`src/inc/ecpc_pkg.sv`:
```
/*
  Shared constants and carrier types for the external cache probe
  controller. Assumes a single 100 MHz clock and static configuration
  inputs driven by logic on that same clock.
*/
package ecpc_pkg;

  // Address layout
  localparam int ECPC_ADDR_HI = 33;  // Top physical address bit
  localparam int ECPC_TAG_LO = 17;   // Lowest tag bit, 128 KB minimum cache
  localparam int ECPC_BLOCK_LO = 5;  // One tag per 32-byte block
  localparam int ECPC_TAG_W = ECPC_ADDR_HI - ECPC_TAG_LO + 1;
  localparam int ECPC_QUAD_LO = 32;  // Quadrant select bits [33:32]

  // Size select limits
  localparam logic [3:0] ECPC_SHIFT_MAX = 4'h7;  // 16 MB from 128 KB
  localparam int ECPC_SHAPE_W = 4;   // Write strobe shape bits, one per cycle

  // Counter and synchroniser widths
  localparam int ECPC_CNT_W = 4;
  localparam int ECPC_SYNC_STAGES = 3;

  // Static configuration, sampled when a cycle starts
  typedef struct packed {
    logic [2:0] cache_size_select;
    logic cache_enable_bit;
    logic [3:0] uncached_quadrant_bits;
    logic [3:0] read_speed_field;
    logic [3:0] write_speed_field;
    logic [ECPC_SHAPE_W-1:0] write_strobe_shape_field;
    logic oe_timing_select;  // 1: output enable timing, 0: chip enable timing
    logic machine_check_enable;
    logic fast_lock_mode;
  } ecpc_cfg_t;

  // Tag control RAM word
  typedef struct packed {
    logic valid;
    logic shared;
    logic dirty;
    logic parity;
  } ecpc_tag_ctl_t;

  // Sequencer states
  typedef enum logic [2:0] {
    ECPC_IDLE,
    ECPC_PROBE,
    ECPC_DATA_RD,
    ECPC_DATA_WR,
    ECPC_TAG_WR,
    ECPC_EXT
  } ecpc_state_e_t;

  // Whole controller state, outputs included
  typedef struct packed {
    ecpc_state_e_t state;
    logic [ECPC_SYNC_STAGES-1:0] hold_sync;
    logic hold;
    ecpc_cfg_t cfg;
    logic [ECPC_ADDR_HI:ECPC_BLOCK_LO] addr;
    logic write;
    logic locked;
    logic [ECPC_CNT_W-1:0] cnt;
    logic beat;
    logic ready;
    logic done;
    logic ext_req;
    logic trap;
    logic tag_strobe;
    logic tag_we;
    ecpc_tag_ctl_t tag_wr;
    logic tag_oe;
    logic low_addr;
    logic [3:0] data_strobes;
    logic [3:0] data_we;
  } ecpc_state_t;

  // Reset value of the whole state
  localparam ecpc_state_t ECPC_STATE_RST = '0;

endpackage

```
`src/rtl/ecpc_ctrl.sv`:
```
/*
  External cache probe controller: probes the tag address and tag
  control RAMs, checks parity, finishes read hits (locked ones only with fast lock) and unlocked unshared write hits locally with shaped RAM
  strobes and hands everything else to system logic.
  Assumes the RAMs answer within the programmed read speed, and that the
  hold request is asynchronous while configuration is on this clock.
*/
`timescale 1ns/1ps
`default_nettype none

module ecpc_ctrl
  import ecpc_pkg::*;
#(
  parameter int LATER_VARIANT = 1  // 1: 256 KB base size, fast lock present
) (
  // Clock and reset
  input wire logic clk_in,
  input wire logic reset_in,
  // Static configuration
  input wire ecpc_cfg_t cfg_in,
  // Request from the memory unit
  input wire logic req_valid_in,
  input wire logic req_write_in,
  input wire logic req_locked_in,
  input wire logic [ECPC_ADDR_HI:ECPC_BLOCK_LO] req_addr_in,
  output logic req_ready_out,
  output logic done_out,
  output logic trap_out,
  // System logic side
  output logic external_req_out,
  input wire logic ext_done_in,
  input wire logic hold_in,
  // Tag RAMs
  input wire logic [ECPC_ADDR_HI:ECPC_TAG_LO] tag_address_lines_in,
  input wire logic tag_address_parity_in,
  input wire ecpc_tag_ctl_t tag_ctl_in,
  output ecpc_tag_ctl_t tag_ctl_out,
  output logic tag_ctl_oe_out,
  output logic tag_ram_strobe_out,
  output logic tag_control_write_strobe_out,
  // Data RAMs
  output logic [ECPC_ADDR_HI:ECPC_BLOCK_LO] ram_address_out,
  output logic data_ram_low_address_out,
  output logic [3:0] data_ram_strobes_out,
  output logic [3:0] data_ram_write_strobes_out
);

  // Only the two known variants are served
  if (LATER_VARIANT != 0 && LATER_VARIANT != 1) begin : g_bad_variant
    $error("LATER_VARIANT must be 0 or 1");
  end

  ecpc_state_t st;  // Registered state
  ecpc_state_t nx;  // Next state

  logic [3:0] tag_shift;  // Low tag bits unused for this size
  logic [ECPC_TAG_W-1:0] tag_mask;  // Tag bits that take part
  logic tag_match;  // Masked address compare
  logic adr_perr;  // Tag address parity error
  logic ctl_perr;  // Tag control parity error
  logic perr;  // Either parity error
  logic hit;  // Valid, matching, clean parity
  logic local_read;  // Read finishes without system logic
  logic local_write;  // Write finishes without system logic
  logic probe_end;  // Last cycle of a tag probe
  logic taken;  // Request accepted this cycle
  logic [ECPC_CNT_W-1:0] wr_last;  // Last count of a write cycle

  // earlier base is 128 KB, later base is 256 KB
  always_comb begin
    tag_shift = {1'b0, st.cfg.cache_size_select} + 4'(LATER_VARIANT);
    if (tag_shift > ECPC_SHIFT_MAX) begin
      tag_shift = ECPC_SHIFT_MAX;
    end
    for (int i = 0; i < ECPC_TAG_W; i++) begin
      tag_mask[i] = (i >= int'(tag_shift));
    end
  end

  // Probe evaluation, valid only in the last probe cycle
  always_comb begin
    // masked compare, even parity over used bits
    tag_match = ((tag_address_lines_in ^ st.addr[ECPC_ADDR_HI:ECPC_TAG_LO]) & tag_mask) == '0;
    adr_perr = ^{tag_address_lines_in & tag_mask, tag_address_parity_in};
    // even parity over valid, shared, dirty
    ctl_perr = ^tag_ctl_in;
    perr = adr_perr | ctl_perr;
    // a low valid bit means invalid
    // a parity error forces a miss
    hit = tag_match & tag_ctl_in.valid & !perr;
    // reads need only valid; shared ignored
    // locked read local only with fast lock
    local_read = !st.write & hit & (!st.locked | (LATER_VARIANT == 1 & st.cfg.fast_lock_mode));
    // plain write hit to unshared block
    // shared write hit falls through to external
    local_write = st.write & !st.locked & hit & !tag_ctl_in.shared;
    probe_end = (st.state == ECPC_PROBE) & !st.hold & (st.cnt == st.cfg.read_speed_field);
    taken = req_valid_in & st.ready;
    wr_last = st.cfg.write_speed_field;
  end

  // Sequencer and registered outputs
  always_comb begin
    nx = st;
    // Hold pin: three stages, change once the last two agree
    nx.hold_sync = {st.hold_sync[ECPC_SYNC_STAGES-2:0], hold_in};
    if (st.hold_sync[2] == st.hold_sync[1]) begin
      nx.hold = st.hold_sync[2];
    end
    nx.done = 1'b0;
    nx.trap = 1'b0;
    case (st.state)
      // Wait for a request; none is taken during hold
      ECPC_IDLE: begin
        if (taken) begin
          nx.cfg = cfg_in;
          nx.addr = req_addr_in;
          nx.write = req_write_in;
          nx.locked = req_locked_in;
          nx.cnt = '0;
          nx.beat = 1'b0;
          // disabled or uncached quadrant skips the probe
          if (!cfg_in.cache_enable_bit ||
              cfg_in.uncached_quadrant_bits[req_addr_in[ECPC_ADDR_HI:ECPC_QUAD_LO]]) begin
            nx.state = ECPC_EXT;
          end else begin
            nx.state = ECPC_PROBE;
          end
        end
      end
      // Tag probe lasts read speed plus one cycles
      ECPC_PROBE: begin
        if (probe_end) begin
          nx.cnt = '0;
          // trap on parity error when enabled
          nx.trap = perr & st.cfg.machine_check_enable;
          if (local_read) begin
            // read hit served from data RAMs
            nx.state = ECPC_DATA_RD;
          end else if (local_write) begin
            nx.state = ECPC_DATA_WR;
          end else begin
            nx.state = ECPC_EXT;
          end
        end else if (!st.hold) begin
          nx.cnt = st.cnt + 1'b1;
        end
      end
      // two data beats make one 32-byte block
      // each read beat is read speed plus one cycles
      ECPC_DATA_RD: begin
        if (!st.hold) begin
          nx.cnt = st.cnt + 1'b1;
          if (st.cnt == st.cfg.read_speed_field) begin
            nx.cnt = '0;
            nx.beat = 1'b1;
            if (st.beat) begin
              nx.done = 1'b1;
              nx.state = ECPC_IDLE;
            end
          end
        end
      end
      // each write beat is write speed plus one cycles
      ECPC_DATA_WR: begin
        if (!st.hold) begin
          nx.cnt = st.cnt + 1'b1;
          if (st.cnt == wr_last) begin
            nx.cnt = '0;
            nx.beat = 1'b1;
            if (st.beat) begin
              nx.state = ECPC_TAG_WR;
            end
          end
        end
      end
      // block marked dirty after the data is written
      ECPC_TAG_WR: begin
        if (!st.hold) begin
          nx.cnt = st.cnt + 1'b1;
          if (st.cnt == wr_last) begin
            nx.done = 1'b1;
            nx.state = ECPC_IDLE;
          end
        end
      end
      // system logic owns the RAMs until it reports done
      ECPC_EXT: begin
        if (ext_done_in) begin
          nx.done = 1'b1;
          nx.state = ECPC_IDLE;
        end
      end
      default: begin
        nx.state = ECPC_IDLE;
      end
    endcase

    // Outputs follow the next state so they leave a flip-flop aligned with it
    nx.ready = (nx.state == ECPC_IDLE) & !nx.hold & !nx.done;
    nx.ext_req = (nx.state == ECPC_EXT);
    // tag strobe only in a probe, never during hold
    nx.tag_strobe = (nx.state == ECPC_PROBE) & !nx.hold &
                    (!nx.cfg.oe_timing_select | (nx.cnt != '0));
    // data strobes only in local data cycles
    nx.data_strobes = '0;
    if ((nx.state == ECPC_DATA_RD) && !nx.hold) begin
      // Output enable timing holds off the first cycle to avoid a bus clash
      nx.data_strobes = {4{!nx.cfg.oe_timing_select | (nx.cnt != '0)}};
    end else if ((nx.state == ECPC_DATA_WR) && !nx.hold) begin
      nx.data_strobes = {4{!nx.cfg.oe_timing_select}};
    end
    // write strobe placed by shape bits per cycle
    nx.data_we = '0;
    if ((nx.state == ECPC_DATA_WR) && !nx.hold && (nx.cnt < ECPC_CNT_W'(ECPC_SHAPE_W))) begin
      nx.data_we = {4{nx.cfg.write_strobe_shape_field[nx.cnt[1:0]]}};
    end
    // control write strobe uses the same shaping
    nx.tag_we = (nx.state == ECPC_TAG_WR) & !nx.hold &
                (nx.cnt < ECPC_CNT_W'(ECPC_SHAPE_W)) &
                nx.cfg.write_strobe_shape_field[nx.cnt[1:0]];
    nx.tag_oe = (nx.state == ECPC_TAG_WR) & !nx.hold;
    // valid, private, dirty with even parity
    nx.tag_wr.valid = 1'b1;
    nx.tag_wr.shared = 1'b0;
    nx.tag_wr.dirty = 1'b1;
    nx.tag_wr.parity = ^{nx.tag_wr.valid, nx.tag_wr.shared, nx.tag_wr.dirty};
    // low address bit is the beat, only in local data cycles
    nx.low_addr = ((nx.state == ECPC_DATA_RD) | (nx.state == ECPC_DATA_WR)) &
                  !nx.hold & nx.beat;
  end

  // State register; reset loads a constant only
  always_ff @(posedge clk_in or posedge reset_in) begin
    if (reset_in) begin
      st <= ECPC_STATE_RST;
    end else begin
      st <= nx;
    end
  end

  // Ports straight from the state register
  assign req_ready_out = st.ready;
  assign done_out = st.done;
  assign trap_out = st.trap;
  assign external_req_out = st.ext_req;
  assign tag_ctl_out = st.tag_wr;
  assign tag_ctl_oe_out = st.tag_oe;
  assign tag_ram_strobe_out = st.tag_strobe;
  assign tag_control_write_strobe_out = st.tag_we;
  // block address from the latched request
  assign ram_address_out = st.addr;
  assign data_ram_low_address_out = st.low_addr;
  assign data_ram_strobes_out = st.data_strobes;
  assign data_ram_write_strobes_out = st.data_we;
endmodule

`default_nettype wire

```
`config.mk`:
```
export PLATFORM = sky130hd
export DESIGN_NAME = ecpc_ctrl
export DESIGN_NICKNAME = d
export VERILOG_FILES = /design/src/inc/ecpc_pkg.sv /design/src/rtl/ecpc_ctrl.sv
export SDC_FILE = /design/constraint.sdc
export NUM_CORES = 1
export LEC_CHECK = 0
export BUFFER_PORTS_ARGS = -buffer_cell sky130_fd_sc_hd__buf_2
export CAP_MARGIN = 30
export CORE_MARGIN = 3
export CORE_UTILIZATION = 30
export DETAILED_ROUTE_END_ITERATION = 8
export HOLD_SLACK_MARGIN = 0.05
export PLACE_DENSITY_LB_ADDON = 0.25
export SYNTH_ARGS = -nofsm -noshare
export SYNTH_HDL_FRONTEND = slang
export SYNTH_SLANG_ARGS = --single-unit
```
`constraint.sdc`:
```
create_clock -name clk_in -period 3.05 [get_ports clk_in]
set_input_delay 0.4575 -clock clk_in [delete_from_list [all_inputs] [get_ports clk_in]]
set_output_delay 0.4575 -clock clk_in [all_outputs]
set_load 0.03 [all_outputs]
```
==> Yosys cells after proc, flatten, opt, wreduce, memory -nomap -nowiden <==
Cells that the tools add are included.
{ "totals": {"regBits": 78, "input_bits": 81, "output_inout_bits": 49, "wordCells": 150} }
{ "classes": {"addsub": 2, "order_cmp": 19, "n_eq_ne": 13, "mux": 43, "bitwise": 27, "n_reduce_logical": 20} }
{ "ops": {"columns": ["cell", "n"], "rows": [
  ["43-bit two-way mux", 1],
  ["3-bit two-way mux", 14],
  ["38-bit two-way mux", 1],
  ["17-bit AND", 2],
  ["4-bit greater-or-equal comparator, first input constant", 7],
  ["4-bit two-way mux", 6],
  ["1-bit AND", 20],
  ["5-bit two-way mux", 4],
  ["4-bit case mux with 5 select lines", 1],
  ["3-bit case mux with 6 select lines", 1],
  ["18-bit parity", 1],
  ["17-bit zero test", 1],
  ["17-bit bitwise XOR", 1],
  ["3-bit by 4-bit greater-or-equal comparator with 1-bit output, first input constant", 4],
  ["3-bit by 2-bit equality test with 1-bit output, second input constant", 4],
  ["3-bit equality test, second input constant", 4],
  ["1-bit two-way mux", 11],
  ["1-bit zero test", 9],
  ["4-bit equality test", 2],
  ["1-bit by 4-bit greater-or-equal comparator with 1-bit output, first input constant", 2],
  ["2-bit by 4-bit greater-or-equal comparator with 1-bit output, first input constant", 2],
  ["3-bit by 1-bit equality test with 1-bit output, second input constant", 2],
  ["3-bit zero test", 2],
  ["2-bit by 3-bit < comparator with 1-bit output, second input constant", 2],
  ["other kinds (13)", 20]
]} }

==> Depth between registers and ports, before layout <==
Gate-level depths: netlist (run 1).
{ "logic_depth": {"depth_word": 19, "depth_mapped": 10, "depth_no_buf": 10} }

==> Worst setup path after synthesis (run 1) <==
OpenSTA, ideal clock, no wires.
{ "synth_timing": {"path_kind": "input port to flip-flop", "startpoint": "input port tag_address_lines_in[32] in the netlist's numbering", "endpoint": "register st, in the netlist tag_control_write_strobe_out", "setup_time_ns": 0.095, "t_arrival_ns": 2.307, "required_ns": 2.955, "path_slack_ns": 0.648, "cell_stages": 9, "n_path_buf": 0, "cell_sequence": "xor2_1 xnor3_1 xnor3_1 xnor3_1 xnor2_2 o21ai_1 and2_4 inv_2 nor4b_2"} }
{ "synth_rtl": {"columns": ["element", "line", "rtl"], "rows": [
  ["from (decl)", "ecpc_ctrl.sv:34", "input wire logic [ECPC_ADDR_HI:ECPC_TAG_LO] tag_address_lines_in,"],
  ["to (signal assigned)", "ecpc_ctrl.sv:238", "st <= nx;"],
  ["to (decl)", "ecpc_ctrl.sv:53", "ecpc_state_t st;"]
]} }

==> results of run 1 <==
[path summary, 6_finish.rpt]
check	startpoint	to	slack (ns)	cells after the start
max	st[77]	tag_control_write_strobe_out	0.30	10
min	reset_in	tag_ctl_out[1]	0.06	3
max reg2reg	st[77]	tag_control_write_strobe_out	0.30	10
min reg2reg	nx[81]	nx[82]	0.37	0
max in group asynchronous	reset_in	data_ram_low_address_out	2.46	4
min in group clk_in	hold_in	nx[81]	0.23	1
[critical path, delay by kind of cell (launching register included)]
family	cells	cell delay [ns]
compound gates	3	0.48
fa+ha+maj	1	0.39
buf+inv	1	0.06
flops	1	0.42
simple gates	5	1.29
[per-layer routing]
metal	up-vias	wire length [um]
met2	90	4479
li1	1442	-
met3	14	563
met5	-	0
met4	0	163
met1	1415	3967
[layout make-up]
| type | count | share of cell area |
|---|---|---|
| multi-input cells | 234 | 0.3748 |
| flip-flops and latches | 72 | 0.3624 |
| repair buffers | 133 | 0.1410 |
| clock buffers | 9 | 0.04531 |
| well taps | 172 | 0.04329 |
| clock inverters | 6 | 0.02190 |
| inverters | 15 | 0.01133 |
[Yosys cell counts, drive strengths merged, types with 2 or more instances]
| cell | instances | area share |
|---|---|---|
| xor2 | 7 | 0.015 |
| conb | 2 | 0.0018 |
| nor3 | 5 | 0.0062 |
| xnor3 | 3 | 0.017 |
| nand3 | 5 | 0.0062 |
| mux2i | 2 | 0.0049 |
| xnor2 | 30 | 0.066 |
| o21ai | 13 | 0.016 |
| o21bai | 2 | 0.0037 |
| a21boi | 4 | 0.0074 |
| nand2 | 19 | 0.018 |
| inv | 15 | 0.014 |
| o211ai | 4 | 0.0074 |
| clkbuf | 5 | 0.0046 |
| and3 | 2 | 0.0031 |
| nand4b | 2 | 0.0043 |
| nand4 | 6 | 0.0092 |
| a31oi | 5 | 0.0092 |
| a21oi | 14 | 0.018 |
| nor3b | 5 | 0.0092 |
| o31ai | 3 | 0.0055 |
| and2 | 2 | 0.0037 |
| nor2b | 4 | 0.0062 |
| nor4 | 2 | 0.0046 |
| buf | 47 | 0.084 |
| ha | 2 | 0.0062 |
| nand2b | 10 | 0.015 |
| mux2 | 48 | 0.13 |
| nor2 | 12 | 0.011 |
| dfrtp | 72 | 0.44 |
[kinds of logic after synthesis]
group	share of synthesized area
other	0.001846
adder cells (fa/ha/maj)	0.008612
AO/OA/AOI/OAI	0.09320
flip-flops	0.4429
buffers and inverters	0.1021
AND/OR/NAND/NOR	0.1098
XOR/XNOR	0.09812
multiplexers	0.1433
[registers in the layout (all words and copies together), names as in the netlist]
register and cells:
tag_ctl_out 1, trap_out 1, tag_ram_strobe_out 1, done_out 1, data_ram_low_address_out 1, st 26, ram_address_out 29, tag_ctl_oe_out 1
data_ram_strobes_out 1, tag_control_write_strobe_out 1, data_ram_write_strobes_out 1, nx 2, wr_last 4, req_ready_out 1, external_req_out 1
[power by group through the flow]
| stage | registers, mW | clock network (mW) | logic, mW |
|---|---|---|---|
| after CTS | 1.68 | 1.22 | 2.41 |
| after global routing | 1.73 | 1.26 | 2.61 |
| after global placement | 1.67 | 0 | 2.37 |
| after floorplan | 1.63 | 0 | 2.09 |
| after detailed placement | 1.68 | 0 | 2.41 |
| final | 1.67 | 1.19 | 2.38 |
==> metrics list, run 1 <==
- Most common cell after layout, fill and taps aside: buf_2
- Share of the core filled with cells in the final layout: 0.3845
- Portion of total power attributed to sequential cells: 0.318
- Routed wirelength normalized by instance count: 14.31 um
* GR met3 Demand/Resource: 0.03733
- Max clock buf depth: 2
- Via count of the first global-routing pass: 3028
* Peak fanout along the critical path: 6
- Post-synthesis async set-or-reset flop share: 1.000
* DR vias/cell: 4.619
* Max-slew violations: 0
- In the global route stage, met2 resource usage came out at 0.2020.
- Status: finished, final reports clean
- Critical Path Start Type: register
* Post-Layout Cell Count: 641
- The initial antenna violation count came to 0.
- Setup repair after global routing left no endpoint under its margin.
- Area used by multi-input combinational logic: 1863 sq um
- Clock tree from TritonCTS: built
- After legalization and detailed placement, the total HPWL measured 7053 um.
- Once routing completed, OpenROAD measured the worst setup slack at 0.3000 ns.
- Distinct cells, synth: 59
- Placer congestion estimate: 0.8283
- Critical path class: register to register
- The share of total power dissipated in the clock network is 0.227.
- Total DRC errors in the routed layout: 0
* Number of antenna cells inserted: 0
- Placed inst area: 4609 sq um
* Period utilization: 0.9016
- STA classifies the critical path endpoint as a register.
* Clock network latency to the later pin of the worst-skew pair: 0.33 ns
- Commonest cells after routing, fill and taps aside: 127 x buf_2, 72 x dfrtp_1, 48 x mux2_2, 29 x xnor2_1, 19 x nand2_1
* Core area: 12930 sq um
- For met1 alone, demand over resource in global routing was 0.1540.
* Chip height: 122.4 um
* Number of setup buffers added after CTS: 0
- Standard-cell rows: 41
- The most used flip-flop cell after synthesis is dfrtp_1.
* Switching power: 2.047 mW
- Yosys mapped a number of flops with a built-in enable equal to 0.
* Class of the tightest hold or removal check: input pin to async pin
- Logic pwr share: 0.455
- Clock transition at the registers of the reported paths: 0.06 ns
- VDD sags by at most 0.0005052 V.
- Summing all non-filler instances in the final layout gives an area of 4971 sq um.
- Top achievable clock speed: 0.3636 GHz
- In this run, CTS created clock tree buffers numbering 9.
- The floorplan step defined a die boundary enclosing 14990 sq um.
- Synth Warn #: 0
* Sequential share of the synthesized area: 0.4429
- For this run the aggregate overflow at the end of global routing stands at 0.
- The final layout contains routed wiring with a total length of 9173 um.
- Gate count after technology mapping: 372
* Busiest grt layer: met2
- Once detail routing completed, the nets flagged for antenna violations numbered 0.
* Number of max-capacitance violations reported: 0
- In the global route stage, overall resource usage came out at 0.1243.
- After routing, the total negative slack on setup checks comes to 0 ns.
* First-pass GRT wire length: 14570 um
- Post-CTS Hold Fix Bufs: 0
* Flop and latch count out of synthesis: 72
- Routed via count: 2961
- Across the whole layout, storage elements account for 1802 sq um.
* Proportion of total power due to net switching: 0.3907
* Pin count of the biggest net entering global routing: 73
* Final layout net count: 548
- CTS placed an instance of clkbuf_16 at the clock tree root.
* Mean instance size in the synthesized netlist: 10.93 sq um
- On the critical path, the stage with the largest delay is an instance of or4_1.
* Power per Cell Area: 1054 nW/um^2
- 1st-pass router iterations: 4
* Worst slack, placed: 0.2212 ns
* Worst path cell trace: ha_1, nand2b_1, a21oi_1, o21ai_0, nand3_1, or4_1, o21ai_1, and2_4, inv_2, nor4b_2
- For the worst setup path, the data required time is 3.28 ns.
- From synthesis to final layout, the design area changed by 22.21%.
- Netlist area before placement: 4068 sq um
- H-tree levels: 3
- Shortest period the worst path allows: 2.750 ns
* P_leak: 2.324 nW
- Clock Sink Count: 72
- For this run, the slowest stage of the critical path takes 0.55 ns.
- Internal power comes to 3.192 mW.
- Total chip power: 5.238 mW
* Worst-case hold slack: 0.06413 ns
- For this configuration, the core starts out at a cell density of 0.3147.
- Worst clock skew: 0.006067 ns
- Width of the chip: 122.4 um
* Arr. time, crit path: 2.98 ns
* DRC marker count from the first detailed-route iteration: 67
- Fraction of layout cells with a size suffix above 1: 0.4414
- In this run the count of I/O pins placed on the die edge is 130.
* Filler instances: 1311
- Post-CTS repair changed the size of 0 cells.
* Port-buffer cells: 127
- Number of cells after detailed placement: 625
- Total setup violations reported at the end of the flow: 0
- The number of failing hold endpoints at the final stage was 0.
Note: power is estimated with default switching activity, not from simulation.
==> inputs of run 2 (changes only) <==
CORE_MARGIN = default   (was 3)
==> run 2 against run 1 <==
  * Routed wire length fell by 3.8%
  * Global-route usage rose by 1.2 points
  * Cell area fell by 1.2%
  * Utilization fell by 1.4 points
  * Via count fell by 1.3%
  * Combinational power barely moved
  * Clock skew fell by 0.0025 ns
  * Power fell by 2.7%
  * Clock-buffer cell count did not move
  * Register-to-register slack improved by 0.06 ns
  * Critical endpoint unchanged
  * Largest power group unchanged
  * Highest routed layer unchanged
==> metrics list, run 2 (synthesis gave the netlist of run 1 again) <==
* Total length of routed wires: 8821 um
- The first detailed-routing pass took 4 iterations.
- Beginning of the worst register-to-register path: st[77]
- Reg2reg setup slack: 0.36 ns
- For this block, the via count after detailed routing is 2922.
- In the global route stage, overall resource usage came out at 0.1367.
- Clock tree synthesis selected as its root buffer the cell clkbuf_16.
- Port-buffer cells: 127
- Total setup violations reported at the end of the flow: 0
* Shortest period the worst path allows: 2.693 ns
* CTS-repair resized insts: 0
* Routed wirelength normalized by instance count: 13.68 um
- Filler instances: 1353
- Measured along the x axis, the die boundary spans 118.4 um.
- VDD sags by at most 0.0004809 V.
* Chip height: 118.4 um
- Clock tree from TritonCTS: built
- H-tree levels: 3
* Logic pwr share: 0.467
- In the routed layout, each cell is associated on average with a via count of 4.530.
- Final HPWL from detailed placement: 6874 um
* Aggregate global routing overflow: 0
* Arr. time, crit path: 2.94 ns
* Final layout net count: 547
- Endpoint of the most critical register-to-register path: tag_control_write_strobe_out
- The number of global-route vias before repair came to 3100.
- Proportion of total power due to net switching: 0.4059
- Synthesis-to-finish area growth: 20.76%
* Hold Vio Cnt, Final: 0
* Number of antenna cells inserted: 0
* Critical path class: register to register
* Commonest cells after routing, fill and taps aside: 127 x buf_2, 72 x dfrtp_1, 48 x mux2_2, 29 x xnor2_1, 19 x nand2_1
- Core area: 13240 sq um
* RSZ-0062 raised after global routing: false
* Area taken by flip-flops and latches: 1802 sq um
- In the routed design, unresolved DRC markers number 0.
* I/O pin cnt: 130
- Period utilization: 0.8828
- STA classifies the critical path endpoint as a register.
- Switching power: 2.068 mW
* P_leak: 2.283 nW
* Portion of total power attributed to sequential cells: 0.328
* Die footprint: 14030 sq um
- Required time of the critical path: 3.30 ns
- The multi-input combinational cells in the finished layout cover a total of 1863 sq um.
- Static timing analysis puts the maximum clock frequency at 0.3714 GHz.
- The worst hold path belongs to the class input pin to async pin.
- The initial utilization of the core area, before any placement, comes to 0.3072.
- In this run the tightest slew margin relative to its limit is 0.6300.
* Number of buffers inserted during clock tree synthesis: 9
* Pin count of the biggest net entering global routing: 36
- For this design, the sink count on the clock tree is 72.
- Of all nets on the critical path, the largest fanout is 7.
- The run finished with clean final reports.
* Flip-flop count of the largest register after layout: 29
* Count of antenna-violating nets left after detailed routing: 0
- The worst setup path is launched from a register.
* Number of setup buffers added after CTS: 0
- Area of all placed cells without fillers: 4912 sq um
* Placed inst area: 4616 sq um
* Clock Power Share: 0.206
- Leaving out fill and tap cells, the most frequent cell in the layout is buf_2.
- Internal power comes to 3.027 mW.
- Transition time at the pin with the least slew margin: 0.5544 ns
- Initial antenna violation count: 0
- R2r worst-path depth: 10
- Number of max-capacitance violations reported: 0
- Standard-cell rows: 42
* Power per Cell Area: 1037 nW/um^2
- First-pass GRT wire length: 14890 um
- Clock network latency to the later pin of the worst-skew pair: 0.34 ns
- In this run the deepest clock path goes through 2 buffers.
* Worst clock skew: 0.003602 ns
- For this block, the initial DRC count from the detailed router was 54.
* Placer congestion estimate: 0.8139
* Sum of negative setup slack: 0 ns
- The number of pins exceeding their max-slew limit in the final report was 0.
- Post-CTS Hold Fix Bufs: 0
- Fraction of layout cells with a size suffix above 1: 0.4414
* Clock transition at the registers of the reported paths: 0.06 ns
==> run 2: per-stage QoR <==
stage	hold slack, ns	setup WS, ns	utilization	std cells	power, mW
finish	0.1495	0.3575	0.3709	645	5.095
global placement	0.3411	0.3320	0.3485	629	4.041
CTS	0.1609	0.3692	0.3709	645	5.177
detailed placement	0.3479	0.2697	0.3485	629	4.093
global route	0.1856	0.06931	0.3709	645	5.476
floorplan	0.3312	0.6482	-	373	3.722
==> run 2: critical path: stages, from the launching register on <==
cell      delay [ns]
dfrtp_1         0.43
ha_1            0.29
and2_1          0.20
a21boi_1        0.24
nand2b_1        0.18
nand3_1         0.10
or4_1           0.54
o21ai_1         0.14
and2_4          0.17
inv_2           0.06
nor4b_2         0.24
==> run 2: cell type report <==
type                            instances  share of cell area
Tap cell                              176             0.04483
Sequential cell                        72              0.3668
Inverter                               15             0.01172
Clock buffer                            9             0.04585
Timing Repair Buffer                  132              0.1370
Clock inverter                          7             0.01452
Multi-Input combinational cell        234              0.3793
==> run 2: power groups by stage <==
stage | Sequential (mW) | Combinational, mW | Clock [mW]
after floorplan | 1.63 | 2.09 | 0
after global placement | 1.67 | 2.37 | 0
after detailed placement | 1.69 | 2.40 | 0
after CTS | 1.67 | 2.41 | 1.09
after global routing | 1.73 | 2.61 | 1.14
final | 1.67 | 2.38 | 1.05
==> run 2: worst max-delay path by stage <==
stage | startpoint | end | slack (ns) | cells after the start
6_report | st[77] | tag_control_write_strobe_out | 0.36 | 10
5_1_grt | st[23] | data_ram_write_strobes_out[2] | 0.07 | 8
3_5_place_dp | tag_address_lines_in[30] | tag_control_write_strobe_out | 0.27 | 9
2_1_floorplan | tag_address_lines_in[32] | tag_control_write_strobe_out | 0.65 | 9
3_3_place_gp | tag_address_lines_in[30] | tag_control_write_strobe_out | 0.33 | 10
4_1_cts | st[77] | tag_control_write_strobe_out | 0.37 | 10
==> run 2: routing by layer <==
metal,vias to the layer above,track usage,share of wire
met2,88,0.2283,0.49
met5,-,0,0
li1,1434,-,-
met4,0,0.05380,0.018
met1,1383,0.1642,0.44
met3,17,0.04151,0.051
